===== src/design/pltc_pkg.sv =====
// ================================================================
// Notes on behaviour
// - Receive switch: DAC2 at 0, pin at 1
// - Transmit pin: ground at 0, op-amp at 1
// - Three DAC enables; disabled output floats
// - Six-bit DAC codes from bits 5..0
// - Comparator output bit follows polarity inversion
// - Disabled comparator raw result forced low before polarity is applied
// - Debounced bit changes after N agreeing samples
// - Debounce field selects 0/32/64/127 periods
// - Unimplemented bits read as zero
// - Comparator 0 polarity at shared bit 4
// - Output select picks comparator 0 or 1
package pltc_pkg;

	// ================================================================
	// Register word offsets (byte addresses)
	localparam logic [5:0] OFS_SWITCH     = 6'h00; // switch_routing
	localparam logic [5:0] OFS_DAC_EN     = 6'h04; // dac_enable
	localparam logic [5:0] OFS_DAC0       = 6'h08; // dac0_code
	localparam logic [5:0] OFS_DAC1       = 6'h0c; // dac1_code
	localparam logic [5:0] OFS_DAC2       = 6'h10; // dac2_code
	localparam logic [5:0] OFS_CMP0_CTL   = 6'h14; // comparator0_control
	localparam logic [5:0] OFS_CMP0_TRIM  = 6'h18; // comparator0_offset_trim
	localparam logic [5:0] OFS_CMP1_CTL   = 6'h1c; // comparator1_control
	localparam logic [5:0] OFS_CMP1_TRIM  = 6'h20; // comparator1_offset_trim
	localparam logic [5:0] OFS_CMP_SHARED = 6'h24; // comparator_shared_config
	localparam logic [5:0] OFS_OPA_CTL    = 6'h28; // opamp_control
	localparam logic [5:0] OFS_OPA_TRIM   = 6'h2c; // opamp_offset_trim

	// ================================================================
	// Writable masks and reset values
	localparam logic [7:0] MSK_SWITCH  = 8'h07; // Three switch selects
	localparam logic [7:0] MSK_DAC_EN  = 8'h07; // Three DAC enables
	localparam logic [7:0] MSK_CODE    = 8'h3f; // Six-bit DAC code
	localparam logic [7:0] MSK_CMP_CTL = 8'h4f; // Enable, debounce, current
	localparam logic [7:0] MSK_CMP_TRM = 8'h7f; // Mode, ref, 5-bit trim
	localparam logic [7:0] MSK_SHARED  = 8'h7f; // Select, polarities, hysteresis
	localparam logic [7:0] MSK_OPA_CTL = 8'h41; // Enable, bandwidth
	localparam logic [7:0] MSK_OPA_TRM = 8'hff; // Mode, ref, 6-bit trim
	localparam logic [7:0] RST_SWITCH  = 8'h01; // Transmit to op-amp
	localparam logic [7:0] RST_CMP_TRM = 8'h10; // Mid trim
	localparam logic [7:0] RST_OPA_TRM = 8'h20; // Mid trim

	// ================================================================
	// Field positions
	localparam int BIT_TX_SEL    = 0; // Transmit pin select
	localparam int BIT_SENSE_SEL = 1; // Current / line voltage select
	localparam int BIT_RX_SEL    = 2; // Receive switch select
	localparam int BIT_CMP_RAW   = 7; // Comparator output bit
	localparam int BIT_CMP_EN    = 6; // Comparator enable
	localparam int BIT_CMP_FILT  = 5; // Debounced output
	localparam int BIT_DEB_LO    = 2; // Debounce field low bit
	localparam int BIT_POL0      = 4; // Comparator 0 polarity
	localparam int BIT_POL1      = 5; // Comparator 1 polarity
	localparam int BIT_OUT_SEL   = 6; // Output select
	localparam int DAC_W         = 6; // DAC code width

	// ================================================================
	// Debounce window lengths in system clock periods
	localparam logic [1:0] DEB_NONE = 2'h0; // No filtering
	localparam logic [6:0] DEB_LEN1 = 7'h1f; // 31..32 periods
	localparam logic [6:0] DEB_LEN2 = 7'h3f; // 63..64 periods
	localparam logic [6:0] DEB_LEN3 = 7'h7e; // 126..127 periods

	// Analog control carrier toward the front end
	typedef struct packed {
		logic             rx_switch_select;    // 1: receive pin, 0: DAC2
		logic             sense_switch_select; // 1: line voltage, 0: current sense
		logic             tx_pin_select;       // 1: op-amp output, 0: ground
		logic [2:0]       dac_enable;          // Per-DAC enable
		logic [DAC_W-1:0] dac0_code;           // DAC0 level
		logic [DAC_W-1:0] dac1_code;           // DAC1 level
		logic [DAC_W-1:0] dac2_code;           // DAC2 level
		logic [1:0]       cmp_enable;          // Comparator enables
		logic [3:0]       cmp_current;         // Current control, 2 bits each
		logic [13:0]      cmp_trim;            // Comparator trim, 7 bits each
		logic [3:0]       cmp_hysteresis;      // Hysteresis, 2 bits each
		logic             opamp_enable;        // Op-amp enable
		logic             opamp_bandwidth;     // Op-amp bandwidth
		logic [7:0]       opamp_trim;          // Op-amp trim
	} pltc_analog_s;

	// Debouncer state
	typedef struct packed {
		logic [6:0] run;   // Agreeing samples seen
		logic       last;  // Previous sample
		logic       held;  // Filtered value
	} pltc_deb_s;

	// Register file state
	typedef struct packed {
		logic [7:0] sw;
		logic [7:0] dac_en;
		logic [7:0] code0;
		logic [7:0] code1;
		logic [7:0] code2;
		logic [7:0] ctl0;
		logic [7:0] trim0;
		logic [7:0] ctl1;
		logic [7:0] trim1;
		logic [7:0] shared_cfg;
		logic [7:0] opa_ctl;
		logic [7:0] opa_trim;
		logic [31:0] prdata;
	} pltc_regs_s;

endpackage : pltc_pkg


===== src/design/pltc_top.sv =====
`timescale 1ns/10ps
// Powerline transceiver control register bank with APB slave
module pltc_top
	import pltc_pkg::*;
(
	input  wire logic        pclk,          // System clock
	input  wire logic        presetn,       // Asynchronous reset, active low
	input  wire logic        psel,          // APB select
	input  wire logic        penable,       // APB enable
	input  wire logic        pwrite,        // APB direction
	input  wire logic [31:0] paddr,         // APB address
	input  wire logic [31:0] pwdata,        // APB write data
	output logic [31:0]      prdata,        // APB read data
	output logic             pready,        // APB ready
	output logic             pslverr,       // APB error
	input  wire logic        cmp0_above,    // Comparator 0 positive above negative
	input  wire logic        cmp1_above,    // Comparator 1 positive above negative
	input  wire logic        opamp_status,  // Op-amp output status
	output pltc_analog_s     analog,        // Analog control word
	output logic [2:0]       dac_oe_n,      // DAC output enables, low drives
	output logic             cmp_out        // Selected debounced comparator
);

	pltc_regs_s r;      // Registered state
	pltc_regs_s next_r; // Next state
	logic       acc;    // Access phase
	logic       wr;     // Write strobe
	logic       hit;    // Mapped address
	logic [1:0] raw;    // Comparator output bits after polarity
	logic [1:0] filt;   // Debounced comparator bits
	logic [1:0] pol;    // Polarities

	// Address decode
	function automatic logic mapped(input logic [31:0] a);
		mapped = (a[31:6] == 26'h0) && (a[1:0] == 2'h0) && (a[5:0] <= OFS_OPA_TRIM);
	endfunction : mapped

	// ================================================================
	// Bus handshake, zero wait states
	assign acc     = psel && penable;
	assign hit     = mapped(paddr);
	assign wr      = acc && pwrite && hit;
	assign pready  = 1'b1;
	assign pslverr = acc && !hit;
	assign prdata  = r.prdata;

	// ================================================================
	// Comparator result: forced low when disabled, then polarity
	assign pol = {r.shared_cfg[BIT_POL1], r.shared_cfg[BIT_POL0]};
	assign raw[0] = (cmp0_above && r.ctl0[BIT_CMP_EN]) ^ pol[0];
	assign raw[1] = (cmp1_above && r.ctl1[BIT_CMP_EN]) ^ pol[1];

	// One filter per comparator
	genvar g;
	generate
		for (g = 0; g < 2; g++) begin : g_deb
			pltc_debounce u_deb (
				.pclk     (pclk),
				.presetn  (presetn),
				.sel      (g == 0 ? r.ctl0[BIT_DEB_LO+1:BIT_DEB_LO] : r.ctl1[BIT_DEB_LO+1:BIT_DEB_LO]),
				.sample   (raw[g]),
				.filtered (filt[g])
			);
		end
	endgenerate

	// Output select
	assign cmp_out = r.shared_cfg[BIT_OUT_SEL] ? filt[1] : filt[0];

	// ================================================================
	// Analog control word
	always_comb begin
		analog.rx_switch_select    = r.sw[BIT_RX_SEL];
		analog.sense_switch_select = r.sw[BIT_SENSE_SEL];
		analog.tx_pin_select       = r.sw[BIT_TX_SEL];
		analog.dac_enable          = r.dac_en[2:0];
		analog.dac0_code           = r.code0[DAC_W-1:0];
		analog.dac1_code           = r.code1[DAC_W-1:0];
		analog.dac2_code           = r.code2[DAC_W-1:0];
		analog.cmp_enable          = {r.ctl1[BIT_CMP_EN], r.ctl0[BIT_CMP_EN]};
		analog.cmp_current         = {r.ctl1[1:0], r.ctl0[1:0]};
		analog.cmp_trim            = {r.trim1[6:0], r.trim0[6:0]};
		analog.cmp_hysteresis      = r.shared_cfg[3:0];
		analog.opamp_enable        = r.opa_ctl[6];
		analog.opamp_bandwidth     = r.opa_ctl[0];
		analog.opamp_trim          = r.opa_trim;
	end
	assign dac_oe_n = ~r.dac_en[2:0];

	// ================================================================
	// Register writes and read data capture
	always_comb begin
		logic [7:0] wd;
		logic [7:0] st0;
		logic [7:0] st1;
		logic [7:0] rd;
		wd  = pwdata[7:0];
		st0 = {raw[0], 1'b0, filt[0], 5'h00};
		st1 = {raw[1], 1'b0, filt[1], 5'h00};
		rd  = 8'h00;
		next_r = r;
		if (wr) begin
			case (paddr[5:0])
				OFS_SWITCH:     next_r.sw         = wd & MSK_SWITCH;
				OFS_DAC_EN:     next_r.dac_en     = wd & MSK_DAC_EN;
				OFS_DAC0:       next_r.code0      = wd & MSK_CODE;
				OFS_DAC1:       next_r.code1      = wd & MSK_CODE;
				OFS_DAC2:       next_r.code2      = wd & MSK_CODE;
				OFS_CMP0_CTL:   next_r.ctl0       = wd & MSK_CMP_CTL;
				OFS_CMP0_TRIM:  next_r.trim0      = wd & MSK_CMP_TRM;
				OFS_CMP1_CTL:   next_r.ctl1       = wd & MSK_CMP_CTL;
				OFS_CMP1_TRIM:  next_r.trim1      = wd & MSK_CMP_TRM;
				OFS_CMP_SHARED: next_r.shared_cfg = wd & MSK_SHARED;
				OFS_OPA_CTL:    next_r.opa_ctl    = wd & MSK_OPA_CTL;
				OFS_OPA_TRIM:   next_r.opa_trim   = wd & MSK_OPA_TRM;
				default:        next_r.sw         = r.sw;
			endcase
		end
		// Read mux, sampled in setup so data stands through access
		case (paddr[5:0])
			OFS_SWITCH:     rd = r.sw;
			OFS_DAC_EN:     rd = r.dac_en;
			OFS_DAC0:       rd = r.code0;
			OFS_DAC1:       rd = r.code1;
			OFS_DAC2:       rd = r.code2;
			OFS_CMP0_CTL:   rd = (r.ctl0 & MSK_CMP_CTL) | st0;
			OFS_CMP0_TRIM:  rd = r.trim0;
			OFS_CMP1_CTL:   rd = (r.ctl1 & MSK_CMP_CTL) | st1;
			OFS_CMP1_TRIM:  rd = r.trim1;
			OFS_CMP_SHARED: rd = r.shared_cfg;
			OFS_OPA_CTL:    rd = r.opa_ctl | {2'h0, opamp_status && r.opa_trim[7], 5'h00};
			OFS_OPA_TRIM:   rd = r.opa_trim;
			default:        rd = 8'h00;
		endcase
		if (psel && !penable) begin
			next_r.prdata = (hit && !pwrite) ? {24'h0, rd} : 32'h0;
		end
	end

	// State register
	always_ff @(posedge pclk or negedge presetn) begin
		if (!presetn) begin
			r            <= '0;
			r.sw         <= RST_SWITCH;
			r.trim0      <= RST_CMP_TRM;
			r.trim1      <= RST_CMP_TRM;
			r.opa_trim   <= RST_OPA_TRM;
		end else begin
			r <= next_r;
		end
	end

endmodule : pltc_top


===== src/design/pltc_debounce.sv =====
`timescale 1ns/10ps
// Debounce filter for one comparator output bit
module pltc_debounce
	import pltc_pkg::*;
(
	input  wire logic       pclk,     // System clock
	input  wire logic       presetn,  // Asynchronous reset, active low
	input  wire logic [1:0] sel,      // Debounce time field
	input  wire logic       sample,   // Comparator output bit
	output logic            filtered  // Debounced bit
);

	pltc_deb_s st;      // Registered state
	pltc_deb_s next_st; // Next state
	logic [6:0] need;   // Window length for selected field

	// ================================================================
	// Window length decode
	always_comb begin
		case (sel)
			2'h1:    need = DEB_LEN1;
			2'h2:    need = DEB_LEN2;
			2'h3:    need = DEB_LEN3;
			default: need = 7'h00;
		endcase
	end

	// ================================================================
	// Count agreeing samples, adopt the value once the window is full
	always_comb begin
		next_st      = st;
		next_st.last = sample;
		if (sel == DEB_NONE) begin
			next_st.held = sample;
			next_st.run  = 7'h00;
		end else if (sample != st.last) begin
			next_st.run = 7'h00; // Disagreement restarts the window
		end else if (st.run < need) begin
			next_st.run = st.run + 7'h01;
		end else begin
			next_st.held = sample;
		end
	end

	// State register
	always_ff @(posedge pclk or negedge presetn) begin
		if (!presetn) begin
			st <= '0;
		end else begin
			st <= next_st;
		end
	end

	assign filtered = st.held;

endmodule : pltc_debounce


===== config.mk =====
export PLATFORM = sky130hd
export DESIGN_NAME = pltc_top
export DESIGN_NICKNAME = d
export VERILOG_FILES = /design/src/design/pltc_pkg.sv /design/src/design/pltc_top.sv /design/src/design/pltc_debounce.sv
export SDC_FILE = /design/constraint.sdc
export NUM_CORES = 1
export LEC_CHECK = 0
export ABC_AREA = 1
export BUFFER_PORTS_ARGS = -buffer_cell sky130_fd_sc_hd__buf_2
export CAP_MARGIN = 20
export CORE_MARGIN = 5
export CORE_UTILIZATION = 48
export DETAILED_ROUTE_END_ITERATION = 8
export PLACE_DENSITY = 0.82
export SYNTH_ARGS = -nofsm -noshare
export SYNTH_HDL_FRONTEND = slang
export SYNTH_HIERARCHICAL = 1
export SYNTH_SLANG_ARGS = --single-unit

===== constraint.sdc =====
create_clock -name pclk -period 2.45 [get_ports pclk]
set_clock_uncertainty 0.15 [all_clocks]
set_input_delay 0.3675 -clock pclk [delete_from_list [all_inputs] [get_ports pclk]]
set_output_delay 0.3675 -clock pclk [all_outputs]
set_load 0.02 [all_outputs]

==> impl_metrics.yaml <==
status:
  status: "finished clean"
sta:
  worst_slew_pin_slew_ns: 0.877
  setup_ws_ns: 0.414
  rsz0062_at_grt: "no"
  max_slew_margin_vs_limit_pct: 41.3
  maxClockFrequency_mhz: 491
  fin_setup_tns_ns: 0
  setup_viol_count_final: 0
  hold_viol: 0
  finalCritPeriodShare_pct: 83.1
  final.min_clock_period_ns: 2.04
  maxSlewViolCount: 0
worst_hold_path:
  min_path_type: "input pin to flip-flop"
  timing.hold.worst.start: "pwdata[7]"
floorplan:
  floorplan.die_area_mm2: 0.0152
  starting_density_of_the_core_pct: 48.9
  design.core.area_mm2: 0.0126
  placement_rows: 41
  num_io_pins: 168
  die_height_um: 123
  dieWidth_um: 123
global_route:
  global_route.overflow_total: 0
  grt_max_degree: 78
  first_global_vias: 5252
  initial_antenna_violation_count: 0
  grt_pass1_wl_um: 27000
  gr_util_all_layers_pct: 22.6
finish:
  final_layout_size_suffix_gt1_share_pct: 23.2
  diodes: 0
  flow.area_growth_from_synthesis_pct: 8.90
  final_core_util_pct: 53.2
  final_nets: 982
  finalNonFillerCells: 1073
  final_cell_mix: "278 x nand2_1, 117 x buf_2, 87 x dfrtp_1, 77 x nand4_1, 73 x nor2_1"
  final_common_cell: "nand2_1"
setup_path:
  end_kind: "flip-flop"
  crit_path_start_kind: "flip-flop"
  worst_ep_arrival_time_ns: 2.13
  r2r-end: "g_deb[1].u_deb/st[8]$_DFFE_PN0P_"
  critPathMostFrequentCell: "nand2_1"
  timing_worst_setup_path_type: "flip-flop to flip-flop"
  cp_max_fo: 9
  slowest_stage: "dfrtp_1"
  cells_along_the_critical_path: "inv_1 > ha_1 > nor2_1 > ha_1 > nand2_1 > inv_1 > nand2_1 > o21a_1 > nand2_4 > nand2_4 > nand2_1 > o21ai_2"
  worst_ep_required_time_ns: 2.54
  setup.worst_path.end: "g_deb[1].u_deb/st[8]$_DFFE_PN0P_"
  critical_path.startpoint: "r[66]$_DFFE_PN0P_"
  worstRegToRegCells: 12
  cpPeakStageDelay_ns: 0.44
  worst_r2r_startpoint: "r[66]$_DFFE_PN0P_"
  r2r_setup_slk_ns: 0.41
power:
  ir_drop_mv: 0.401
  fin_total_pwr_mw: 3.16
  comb_power_share_pct: 7.0
  switching_fraction_pct: 24.7
  power_density_mw_per_mm2: 470
  clockPowerShare_pct: 45.4
  p_leak_nw: 3.76
  power_frac_seq_pct: 47.6
  switching_power_mw: 0.779
  cellInternalPower_mw: 2.38
clocking:
  clock_tree.buffer_depth: 2
  worst_setup_hold_path_clk_slew_ns: 0.07
  root_driver: "clkbuf_16"
  worst_skew_pair.late_latency_ns: 0.35
  tritoncts: "done"
  numClockSinks: 91
  cts_htree_levels: 3
  tritoncts.num_buffers: 9
  post_cts_resize_count: 0
yosys:
  ys.warnings.count: 6
  synth.area.mux_share_pct: 0.183
  synth_simple_gate_area_share_pct: 39.0
  yosys.area.top_type_share_pct: 35.3
  number_of_distinct_standard_cells_referenced_by_the_synthesized_netlist: 36
  synthesis.area_mm2: 0.00617
  yosys.area_share.xor_xnor_pct: 1.10
  synth-adder-area-share_pct: 2.84
  ys.flop_type: "dfrtp_1"
  synth_compound_area_share_pct: 2.41
  part_of_the_yosys_area_used_for_sequential_elements_pct: 37.0
  synth_top_family_by_area: "simple AND/OR/NAND/NOR gates"
  ys_ff_latch: 91
  synthesis.area_per_instance_um2: 7.31
  yosys-top-cells-area: "dfrtp_1 35%, nand2_1 17%, buf_4 11%"
  post-synth-top-area-cell: "dfrtp_1"
  netlist_instances: 844
  ys_async_sr_fraction_pct: 100
  count_of_flip_flops_with_a_built_in_enable_after_synthesis: 0
place:
  gp_congestion: 0.935
  detailedPlace.worstSlack_ns: 0.400
  placed_cells_incl_taps: 1056
  post_detailed_placement_half_perimeter_wirelength_um: 12400
  portBuffers: 118
drt:
  remaining_drc_errors: 0
  detailedRoute.firstPassIterationCount: 5
  detail_route.vias_per_cell: 5.32
  drt-total-wl_um: 16800
  first_iter_violations: 582
  routed-via-count: 5705
  route.antenna.remaining_nets: 0
  wire_length_per_cell_after_detailed_routing_um: 15.6
flow_run:
  max-cap-violations: 0
-- cells by family after synthesis --
group / count (synthesis)
AOI/OAI and AO/OA: 24
xor gates and xnor gates: 6
adders and majority gates: 14
buffers and inverters: 177
DFF: 91
muxes: 1
other: 2
and+or+nand+nor: 529
-- critical path, delay by kind of cell (launching register included) --
family                     cells  cell delay, ns
AOI/OAI and AO/OA              2            0.26
adders and majority gates      2            0.42
buffers and inverters          2            0.20
DFF                            1            0.44
and+or+nand+nor                6            0.46
-- layer usage --
metal | track usage (%) | wire, um
met1 | 30.8 | 6960
met2 | 34.6 | 7820
met3 | 5.99 | 1470
met4 | 8.37 | 540
met5 | 0 | 0
-- how the worst min path moves through the flow --
stage	endpoint	slack (ns)	depth (start not counted)
floorplan	analog[0]$_DFFE_PN0P_	-0.08	0
finish	analog[7]$_DFFE_PN0P_	0.15	3
CTS	analog[7]$_DFFE_PN0P_	0.14	3
global placement	g_deb[1].u_deb/st[6]$_DFFE_PN0P_	0.20	1
global route	analog[7]$_DFFE_PN0P_	0.16	3
detailed placement	g_deb[1].u_deb/st[6]$_DFFE_PN0P_	0.21	1
-- Yosys cell counts (4+ instances only) --
master / number
nand2_2: 6
clkbuf_1: 13
o21ai_0: 4
nor2_2: 10
o21ai_1: 5
nor3_1: 5
nor4_1: 4
nand2_1: 278
dfstp_2: 4
buf_4: 93
nand3_2: 7
ha_1: 14
a21oi_1: 8
dfrtp_1: 87
nor2_1: 73
buf_2: 10
nand3_1: 61
nand4_1: 77
inv_1: 39
nand2_4: 4
inv_2: 14
buf_6: 6
-- area by class of cell --
cell class | instances | area, um2
clock buffers | 11 | 243
clock inverters | 5 | 61.3
fillers | 1237 | 5900
inverters | 55 | 208
multi-input cells | 599 | 2910
flip-flops and latches | 91 | 2280
well taps | 172 | 215
repair buffers | 140 | 798
-- metrics by stage --
step | hold WS [ns] | area (um2)
3_5_place_dp | 0.207 | 6400
4_1_cts | 0.140 | 6720
5_1_grt | 0.160 | 6720
6_report | 0.149 | 6720
3_3_place_gp | 0.205 | 6400
2_1_floorplan | -0.0781 | 6250
-- flip-flops by register name, summed over array words and instances, names as in the netlist --
| signal | cells |
|---|---|
| pol | 2 |
| analog | 58 |
| prdata | 8 |
| g_deb.u_deb/st | 16 |
| g_deb.u_deb/filtered | 2 |
| r | 5 |
-- what timing repair did --
item / 4_1_cts / 5_1_grt
endpoints found under the setup margin: 0 / 0
hold buffers: 1 / 0
setup buffers: 0 / 0
hold endpoints to repair: 29 / 0
-- power by group through the flow --
stage | clock network (mW) | logic, mW | registers [mW]
floorplan | 0 | 0.132 | 1.53
global placement | 0 | 0.214 | 1.53
detailed placement | 0 | 0.216 | 1.53
CTS | 1.45 | 0.218 | 1.50
global route | 1.51 | 0.243 | 1.50
finish | 1.43 | 0.221 | 1.50
Note: power is estimated with default switching activity, not from simulation.
